==> src/inc/umlc_pkg.sv <==
// Package with the register map, field positions and reset values of the modem line control block
package umlc_pkg;

  // Register byte addresses
  localparam logic [31:0] MLC_ADDR = 32'h5000_1110;
  localparam logic [31:0] LSR_ADDR = 32'h5000_1114;
  localparam logic [31:0] CTRL_ADDR = 32'h5000_1118;
  localparam logic [31:0] MSTAT_ADDR = 32'h5000_111C;

  // Fields of modem_line_control
  localparam int RTS_BIT = 1;
  localparam int OUT1_BIT = 2;
  localparam int OUT2_BIT = 3;
  localparam int LB_BIT = 4;
  localparam int AFCE_BIT = 5;
  localparam int SIRE_BIT = 6;
  localparam logic [31:0] MLC_RST = 32'h0000_0000;

  // Fields of the line control register
  localparam int FIFO_EN_BIT = 0;

  // Fields of the modem status register, each reads 1 when asserted
  localparam int ST_CTS = 0;
  localparam int ST_DSR = 1;
  localparam int ST_RI = 2;
  localparam int ST_DCD = 3;
  localparam int ST_RTS = 4;
  localparam int ST_OUT1 = 5;
  localparam int ST_OUT2 = 6;

  // Width of the line status word passed through
  localparam int LSR_W = 16;

  // Bus encodings
  localparam int HTRANS_ACT_BIT = 1;
  localparam logic HRESP_OKAY = 1'b0;
  localparam logic [31:0] RD_ZERO = 32'h0000_0000;

  // Synchronised pin count and positions
  localparam int NSYNC = 6;
  localparam int SY_CTS = 0;
  localparam int SY_DSR = 1;
  localparam int SY_RI = 2;
  localparam int SY_DCD = 3;
  localparam int SY_SER = 4;
  localparam int SY_IR = 5;

endpackage

==> src/verilog/umlc_sync2.sv <==
// Two flip-flop synchroniser for a group of pin inputs
`timescale 1ns/100ps
`default_nettype none
module umlc_sync2 #(
  parameter int W = 1,
  parameter logic [W-1:0] RST_VAL = '1
) (
  // Clock and reset
  input wire logic ref_clk,
  input wire logic arst_n,
  // Data
  input wire logic [W-1:0] d,
  output logic [W-1:0] q
);

  logic [W-1:0] meta_q;

  always_ff @(posedge ref_clk or negedge arst_n) begin
    if (!arst_n) begin
      meta_q <= RST_VAL;
      q <= RST_VAL;
    end else begin
      meta_q <= d;
      q <= meta_q;
    end
  end

endmodule // umlc_sync2
`default_nettype wire

==> src/verilog/umlc_top.sv <==
// Modem line control register, request-to-send gating and diagnostic loopback
`timescale 1ns/100ps
`default_nettype none
module umlc_top (
  // Clock and reset
  input wire logic ref_clk,
  input wire logic arst_n,
  // AHB-Lite slave
  input wire logic hsel,
  input wire logic [31:0] haddr,
  input wire logic [1:0] htrans,
  input wire logic hwrite,
  input wire logic [2:0] hsize,
  input wire logic [31:0] hwdata,
  input wire logic hready,
  output logic hreadyout,
  output logic [31:0] hrdata,
  output logic hresp,
  // From the rest of the serial port
  input wire logic tx_serial,
  input wire logic tx_ir_n,
  input wire logic rx_above_trig,
  input wire logic [umlc_pkg::LSR_W-1:0] line_status,
  // To the rest of the serial port
  output logic rx_serial,
  output logic rx_ir,
  output logic cts_eff_n,
  output logic dsr_eff_n,
  output logic ri_eff_n,
  output logic dcd_eff_n,
  // Serial pins
  output logic ser_out_pin,
  output logic ir_out_n_pin,
  input wire logic ser_in_pin,
  input wire logic ir_in_pin,
  // Modem pins
  input wire logic cts_n,
  input wire logic dsr_n,
  input wire logic ring_indicator_n,
  input wire logic dcd_n,
  output logic rts_n,
  output logic user_line_a_n,
  output logic user_line_b_n
);

  typedef struct packed {
    logic rts_b;
    logic out1_b;
    logic out2_b;
    logic lb_b;
    logic afce_b;
    logic sire_b;
    logic fifo_en_b;
    logic wr_pend;
    logic [31:0] wr_addr;
    logic [31:0] rdata;
    logic ser_out;
    logic ir_out_n;
    logic rx_ser;
    logic rx_ir;
    logic cts_n;
    logic dsr_n;
    logic ring_n;
    logic dcd_n;
    logic rts_n;
    logic ua_n;
    logic ub_n;
  } umlc_state_t;

  localparam umlc_state_t RST_S = '{
    rts_b: umlc_pkg::MLC_RST[umlc_pkg::RTS_BIT],
    out1_b: umlc_pkg::MLC_RST[umlc_pkg::OUT1_BIT],
    out2_b: umlc_pkg::MLC_RST[umlc_pkg::OUT2_BIT],
    lb_b: umlc_pkg::MLC_RST[umlc_pkg::LB_BIT],
    afce_b: umlc_pkg::MLC_RST[umlc_pkg::AFCE_BIT],
    sire_b: umlc_pkg::MLC_RST[umlc_pkg::SIRE_BIT],
    fifo_en_b: 1'b0,
    wr_pend: 1'b0,
    wr_addr: umlc_pkg::RD_ZERO,
    rdata: umlc_pkg::RD_ZERO,
    ser_out: 1'b1,
    ir_out_n: 1'b1,
    rx_ser: 1'b1,
    rx_ir: 1'b0,
    cts_n: 1'b1,
    dsr_n: 1'b1,
    ring_n: 1'b1,
    dcd_n: 1'b1,
    rts_n: 1'b1,
    ua_n: 1'b1,
    ub_n: 1'b1
  };

  umlc_state_t s_q;
  umlc_state_t s_d;
  logic [umlc_pkg::NSYNC-1:0] pin_raw;
  logic [umlc_pkg::NSYNC-1:0] pin_sy;
  logic take;
  logic lb_plain;
  logic lb_ir;
  logic rts_req;
  logic [31:0] rd_word;

  // Pin inputs pass two flip-flops
  assign pin_raw = {ir_in_pin, ser_in_pin, dcd_n, ring_indicator_n, dsr_n, cts_n};

  umlc_sync2 #(
    .W(umlc_pkg::NSYNC),
    .RST_VAL(6'b01_1111)
  ) u_sync (
    .ref_clk(ref_clk),
    .arst_n(arst_n),
    .d(pin_raw),
    .q(pin_sy)
  );

  assign take = hsel && hready && htrans[umlc_pkg::HTRANS_ACT_BIT];
  assign lb_plain = s_q.lb_b && !s_q.sire_b;
  assign lb_ir = s_q.lb_b && s_q.sire_b;

  // Flow control gate applies only with FIFOs on
  assign rts_req = s_q.rts_b &&
    !(s_q.afce_b && s_q.fifo_en_b && rx_above_trig);

  always_comb begin
    s_d = s_q;
    rd_word = umlc_pkg::RD_ZERO;
    // Data phase of a write updates the registers
    s_d.wr_pend = take && hwrite;
    if (take) begin
      s_d.wr_addr = haddr;
    end
    if (s_q.wr_pend && (s_q.wr_addr == umlc_pkg::MLC_ADDR)) begin
      // Reserved bits are not stored
      s_d.rts_b = hwdata[umlc_pkg::RTS_BIT];
      s_d.out1_b = hwdata[umlc_pkg::OUT1_BIT];
      s_d.out2_b = hwdata[umlc_pkg::OUT2_BIT];
      s_d.lb_b = hwdata[umlc_pkg::LB_BIT];
      s_d.afce_b = hwdata[umlc_pkg::AFCE_BIT];
      s_d.sire_b = hwdata[umlc_pkg::SIRE_BIT];
    end
    if (s_q.wr_pend && (s_q.wr_addr == umlc_pkg::CTRL_ADDR)) begin
      s_d.fifo_en_b = hwdata[umlc_pkg::FIFO_EN_BIT];
    end
    // Read data taken in the address phase, after any write now ending
    unique case (haddr)
      umlc_pkg::MLC_ADDR: begin
        rd_word[umlc_pkg::RTS_BIT] = s_d.rts_b;
        rd_word[umlc_pkg::OUT1_BIT] = s_d.out1_b;
        rd_word[umlc_pkg::OUT2_BIT] = s_d.out2_b;
        rd_word[umlc_pkg::LB_BIT] = s_d.lb_b;
        rd_word[umlc_pkg::AFCE_BIT] = s_d.afce_b;
        rd_word[umlc_pkg::SIRE_BIT] = s_d.sire_b;
      end
      umlc_pkg::LSR_ADDR: begin
        rd_word[umlc_pkg::LSR_W-1:0] = line_status;
      end
      umlc_pkg::CTRL_ADDR: begin
        rd_word[umlc_pkg::FIFO_EN_BIT] = s_d.fifo_en_b;
      end
      umlc_pkg::MSTAT_ADDR: begin
        rd_word[umlc_pkg::ST_CTS] = !s_q.cts_n;
        rd_word[umlc_pkg::ST_DSR] = !s_q.dsr_n;
        rd_word[umlc_pkg::ST_RI] = !s_q.ring_n;
        rd_word[umlc_pkg::ST_DCD] = !s_q.dcd_n;
        rd_word[umlc_pkg::ST_RTS] = !s_q.rts_n;
        rd_word[umlc_pkg::ST_OUT1] = !s_q.ua_n;
        rd_word[umlc_pkg::ST_OUT2] = !s_q.ub_n;
      end
      default: begin
        rd_word = umlc_pkg::RD_ZERO;
      end
    endcase
    if (take && !hwrite) begin
      s_d.rdata = rd_word;
    end
    // Modem output lines
    s_d.rts_n = s_q.lb_b ? 1'b1 : !rts_req;
    s_d.ua_n = s_q.lb_b ? 1'b1 : !s_q.out1_b;
    s_d.ub_n = s_q.lb_b ? 1'b1 : !s_q.out2_b;
    // Serial lines, looped in diagnostic mode
    s_d.ser_out = lb_plain ? 1'b1 : tx_serial;
    s_d.rx_ser = lb_plain ? tx_serial : pin_sy[umlc_pkg::SY_SER];
    s_d.ir_out_n = lb_ir ? 1'b0 : tx_ir_n;
    s_d.rx_ir = lb_ir ? !tx_ir_n : pin_sy[umlc_pkg::SY_IR];
    // Modem inputs; no terminal-ready bit exists, so dsr loops inactive
    if (s_q.lb_b) begin
      s_d.cts_n = !s_q.rts_b;
      s_d.dsr_n = 1'b1;
      s_d.ring_n = !s_q.out1_b;
      s_d.dcd_n = !s_q.out2_b;
    end else begin
      s_d.cts_n = pin_sy[umlc_pkg::SY_CTS];
      s_d.dsr_n = pin_sy[umlc_pkg::SY_DSR];
      s_d.ring_n = pin_sy[umlc_pkg::SY_RI];
      s_d.dcd_n = pin_sy[umlc_pkg::SY_DCD];
    end
  end

  always_ff @(posedge ref_clk or negedge arst_n) begin
    if (!arst_n) begin
      s_q <= RST_S;
    end else begin
      s_q <= s_d;
    end
  end

  // Bus answer: no wait states, always OKAY
  assign hreadyout = 1'b1;
  assign hresp = umlc_pkg::HRESP_OKAY;
  assign hrdata = s_q.rdata;

  // Effective inputs feed the interrupt logic unchanged in loopback
  assign cts_eff_n = s_q.cts_n;
  assign dsr_eff_n = s_q.dsr_n;
  assign ri_eff_n = s_q.ring_n;
  assign dcd_eff_n = s_q.dcd_n;
  assign rx_serial = s_q.rx_ser;
  assign rx_ir = s_q.rx_ir;
  assign ser_out_pin = s_q.ser_out;
  assign ir_out_n_pin = s_q.ir_out_n;
  assign rts_n = s_q.rts_n;
  assign user_line_a_n = s_q.ua_n;
  assign user_line_b_n = s_q.ub_n;
endmodule // umlc_top
`default_nettype wire
==> config.mk <==
export PLATFORM = sky130hd
export DESIGN_NAME = umlc_top
export DESIGN_NICKNAME = d
export VERILOG_FILES = /design/src/inc/umlc_pkg.sv /design/src/verilog/umlc_sync2.sv /design/src/verilog/umlc_top.sv
export SDC_FILE = /design/constraint.sdc
export NUM_CORES = 1
export LEC_CHECK = 0
export ABC_AREA = 1
export ABC_CLOCK_PERIOD_IN_PS = 1900
export BUFFER_PORTS_ARGS = -buffer_cell sky130_fd_sc_hd__buf_2
export CAP_MARGIN = 20
export CORE_MARGIN = 5
export CORE_UTILIZATION = 29
export CTS_CLUSTER_SIZE = 14
export DETAILED_ROUTE_END_ITERATION = 16
export SETUP_SLACK_MARGIN = 0.15
export SKIP_CTS_REPAIR_TIMING = 1
export SLEW_MARGIN = 0
export SYNTH_ARGS = -nofsm -noshare
export SYNTH_HDL_FRONTEND = slang
export SYNTH_SLANG_ARGS = --single-unit
==> constraint.sdc <==
create_clock -name ref_clk -period 1.9 [get_ports ref_clk]
set_input_delay 0.38 -clock ref_clk [delete_from_list [all_inputs] [get_ports ref_clk]]
set_output_delay 0.38 -clock ref_clk [all_outputs]
set_load 0.02 [all_outputs]
-- After elaboration in Yosys (flattened, before gate mapping)
Cells that the tools add are included.
- equal/unequal tests: 6
- reduce and logical (&&, ||, !) cells: 26
- muxes and demuxes: 13
- operators with widths (operator ; number):
    $eq A32 B31 Y1 const B ; 6
    $pmux W6 S3 ; 1
    $logic_not A1 Y1 ; 15
    $logic_and A1 B1 Y1 ; 11
    $mux W9 ; 1
    $mux W1 ; 8
    $mux W6 ; 1
    $mux W4 ; 1
    $pmux W1 S3 ; 1
- bits of input ports: 99
- output and inout port bits: 45
- bits in registers: 79
- word-level logic and storage cells: 68

-- Logic depth before layout (Yosys ltp)
- depth in word-level cells: 6
- depth in mapped cells: 13
- depth with buffers taken out: 12

-- Modules after synthesis
From an unflattened synthesis, not the netlist that was laid out.
- cells, all modules: 445
- area, all modules: 3872.5 µm²
- by module, submodules not included (module ; area an instance (µm²) ; sequential area each (µm²) ; cells each ; instances):
    umlc_top ; 3559.7 ; 1689.1 ; 433 ; 1
    umlc_sync2 ; 312.8 ; 312.8 ; 12 ; 1

-- Worst setup path before layout
OpenSTA, ideal clock, no wires.
- path type: in2reg
- start: input port haddr[15]
- end: register s_q (netlist bit hrdata[1])
- data arrival time: 1242 ps
- cell stages on the path: 11
- path slack: 593 ps
- library setup time: 65 ps
- path buffers: 1
- required time: 1835 ps
- path through: nor2_1 > nand2_2 > nor2_8 > and2_4 > buf_8 > nand3_2 > nand2_1 > inv_1 > nand2_1 > nand2_1 > nand2_1
- word-level cells in the longest chain between the ends: 2
- elaborated cells between the ends (all ways): 4
- those cells by class: eq/ne: 3; mux: 1
- ends and longest elaborated chain (what ; RTL line ; RTL):
    from (decl) ; umlc_top.sv:10 ; input wire logic [31:0] haddr,
    $eq A32 B31 Y1 ; umlc_top.sv:146 ; unique case (haddr)
    $pmux W6 S3 (*) ; umlc_top.sv:146 ;
    to (signal assigned) ; umlc_top.sv:202 ; s_q <= RST_S;
    to (signal assigned) ; umlc_top.sv:204 ; s_q <= s_d;
    to (decl) ; umlc_top.sv:94 ; umlc_state_t s_q;
Every way passes the cells marked *; elsewhere a longest branch is shown, timed or not.
A chain may end at the register's enable or synchronous reset.

-- Final worst setup path
- start: register s_q[70] (netlist name)
- end: register s_q (netlist bit hrdata[1])
- word-level cells in the longest chain between the ends: 4
- ends and longest elaborated chain (what ; RTL line ; RTL):
    $eq A32 B31 Y1 ; umlc_top.sv:133 ; if (s_q.wr_pend && (s_q.wr_addr == umlc_pkg::MLC_ADDR)) begin
    $logic_and A1 B1 Y1 ; umlc_top.sv:133 ;
    $mux W6 ; umlc_top.sv:133 ;
    $pmux W6 S3 ; umlc_top.sv:146 ;
Every way passes these cells.

==> flow_summary.json <==
{
  "grt_setup_unrepaired": "false",
  "clock_tree.buffer_depth": 2,
  "clock-sinks": 79,
  "synth.distinct_cells": 33,
  "timing_max_transition_violations_final": 0,
  "setup.worst_path.end": "hrdata[1]",
  "gr-usage-all-layers_pct": 11.5,
  "htree_num_levels": 3,
  "timing.reg2reg.worst_path_depth": 9,
  "hpwlAfterDp_um": 6840,
  "hold_viol_final": 0,
  "first_global_vias": 2937,
  "final_nets": 618,
  "setup_tns_ns": 0,
  "core_region_area_um2": 13200,
  "cts.root.buffer_cell": "clkbuf_16",
  "synth.cell_area_um2": 3900,
  "area_of_the_die_um2": 15900,
  "top_level_ports": 144,
  "grt_max_degree": 45,
  "tritoncts.num_buffers": 9,
  "n_antenna_cell": 0,
  "detail_route.drc_violations": 0,
  "clock-skew-final_ns": 0.00609,
  "report.final.setup_viol": 0,
  "crit_path_start_kind": "register",
  "layout-area-overhead-vs-synth_pct": 21.5,
  "mean_cell_area_of_the_mapped_netlist_um2": 9.08,
  "p_leak_nw": 2.40,
  "path_class": "reg2reg",
  "worstPathArrival_ns": 1.85,
  "hold_slack_ns": 0.140,
  "place.port_buffers": 96,
  "grt_first_pass_wirelength_um": 14300,
  "grt_antenna_before_repair": 1,
  "layout_worst_path_cycle_share_pct": 85.2,
  "power.density_nw_per_um2": 870,
  "first_iter_violations": 135,
  "drtAntennaViolNets": 0,
  "start_util_pct": 29.5,
  "cp_data_required_time_ns": 2.13,
  "max-vdd-ir-drop_uv": 589,
  "yosys_most_used_dff": "dfrtp_1",
  "postSynth.asyncResetShare_pct": 100,
  "finalWorstPathRequiredPeriod_ns": 1.62,
  "synth_area_leader_cell": "dfrtp_1",
  "finalInstanceArea_um2": 4740,
  "reg2reg_from": "s_q[70]",
  "ys_seq_elements": 79,
  "timing.hold.worst_path_depth": 1,
  "drv.max_cap_violation_count": 0,
  "launch_point_of_the_worst_path": "s_q[70]",
  "clkLatencyLatePin_ns": 0.34,
  "synth.top_cells.by_area": "dfrtp_1, dfstp_2, nand2_1",
  "critPathMaxFanout": 6,
  "max_freq_ghz": 0.618,
  "min-delay-path-class": "in2reg",
  "die_h_um": 126,
  "r2r_setup_slack_ns": 0.28,
  "globalRoute.totalOverflow": 0,
  "place.gp.congestion": 0.789,
  "final_layout_size_suffix_gt1_share_pct": 36.8,
  "synthesis.yosys.warnings": 0,
  "worst_setup_hold_path_clk_slew_ns": 0.06,
  "dpl_cell_area_um2": 4380,
  "die_w_um": 126,
  "edff_count_synth": 0,
  "detail_route.wirelength_um": 8760,
  "detail_route.vias_per_cell": 4.17,
  "yosysSeqAreaShare_pct": 51.3,
  "vias": 2916,
  "floorplan.rows": 42,
  "endpoint_class_of_the_critical_path": "register",
  "worstReg2RegEnd": "hrdata[1]",
  "tritoncts": "yes",
  "synthDominantCellAreaShare_pct": 37.8,
  "routedWlPerCell_um": 12.5,
  "outcome": "completed",
  "synth_cells": 430,
  "drt_pass1_iterations": 4
}
## kinds of logic (layout without fill, tap and decap cells)
logic type / after synthesis / in the layout / synth area share [%]
AO/OA/AOI/OAI: 31 / 31 / 4.04
buffers and inverters: 92 / 170 / 13.6
flip-flops: 79 / 79 / 51.3
multiplexers: 16 / 16 / 4.62
other: 2 / 18 / 0.192
AND/OR/NAND/NOR: 210 / 210 / 26.3
## sequential cells by signal, indices dropped and copies added, names as in the netlist
register	cells
dsr_eff_n	1
rx_serial	1
ser_out_pin	1
u_sync.q	6
rts_n	1
ri_eff_n	1
cts_eff_n	1
u_sync.meta_q	6
s_q	40
hrdata	16
ir_out_n_pin	1
user_line_a_n	1
dcd_eff_n	1
rx_ir	1
user_line_b_n	1
## final cells by class
cell class	count	area [um^2]
fillers	1425	8500
flip-flops and latches	79	2000
multi-input cells	275	1440
repair buffers	106	571
clock buffers	14	318
well taps	176	220
inverters	48	180
clock inverters	2	13.8
## cell usage in the layout (no fill, tap or decap), types with 16 or more instances in the layout
| master | instances |
|---|---|
| mux2_2 | 16 |
| nand2_1 | 95 |
| buf_2 | 96 |
| nor2_1 | 43 |
| dfstp_2 | 20 |
| inv_1 | 38 |
| conb_1 | 18 |
| nand3_1 | 24 |
| o21ai_0 | 19 |
| dfrtp_1 | 59 |
## power breakdown
part	switching [mW]	internal, mW	total [mW]
Clock	0.661	1.16	1.82
Sequential	0.0623	1.84	1.90
Combinational	0.231	0.174	0.405
## cells in the mapped netlist (2+ instances only)
cell,n
a21oi_1,8
and2_1,10
buf_2,3
buf_4,34
buf_6,2
clkbuf_1,2
conb_1,2
dfrtp_1,59
dfstp_2,20
inv_1,38
inv_2,9
mux2_2,16
nand2_1,95
nand2_2,4
nand3_1,25
nand3_2,6
nand3b_1,7
nand4_1,3
nor2_1,44
nor2_2,4
nor2_4,6
nor3_2,2
o21ai_0,19
o21ai_1,3
## worst max-delay path, cell delays in order, from the launching register on
cell and delay (ns):
dfrtp_1 0.38, nor2_1 0.12, nand4_1 0.18, nor2_4 0.24
buf_2 0.21, nand3_1 0.11, nand3_1 0.11, nand2_1 0.06
nand2_1 0.05, nand2_1 0.05
## worst min path at each step
stage | endpoint | slack (ns) | start
final | u_sync.meta_q[4] | 0.14 | ser_in_pin
after CTS | rx_ir | -0.17 | arst_n
after global routing | u_sync.meta_q[3] | 0.11 | dcd_n
after global placement | rx_ir | 0.20 | arst_n
after detailed placement | rx_ir | 0.20 | arst_n
after floorplan | hrdata[0] | 0.08 | arst_n
## per-stage QoR
stage	power (mW)	setup slack, ns	cells	util [%]
finish	4.13	0.282	700	35.8
global route	4.35	0.162	700	35.8
CTS	4.20	0.284	696	35.6
detailed placement	2.34	0.207	680	33.1
global placement	2.32	0.241	680	33.1
floorplan	2.18	0.593	446	-
## metal layers
layer	vias to the layer above	routed length [um]	global-route usage [%]
met4	2	103	2.97
met5	-	11	0
li1	1474	-	-
met1	1338	3870	13.8
met2	91	4030	18.5
met3	11	747	5.38
Power figures use the tool's default switching activity.
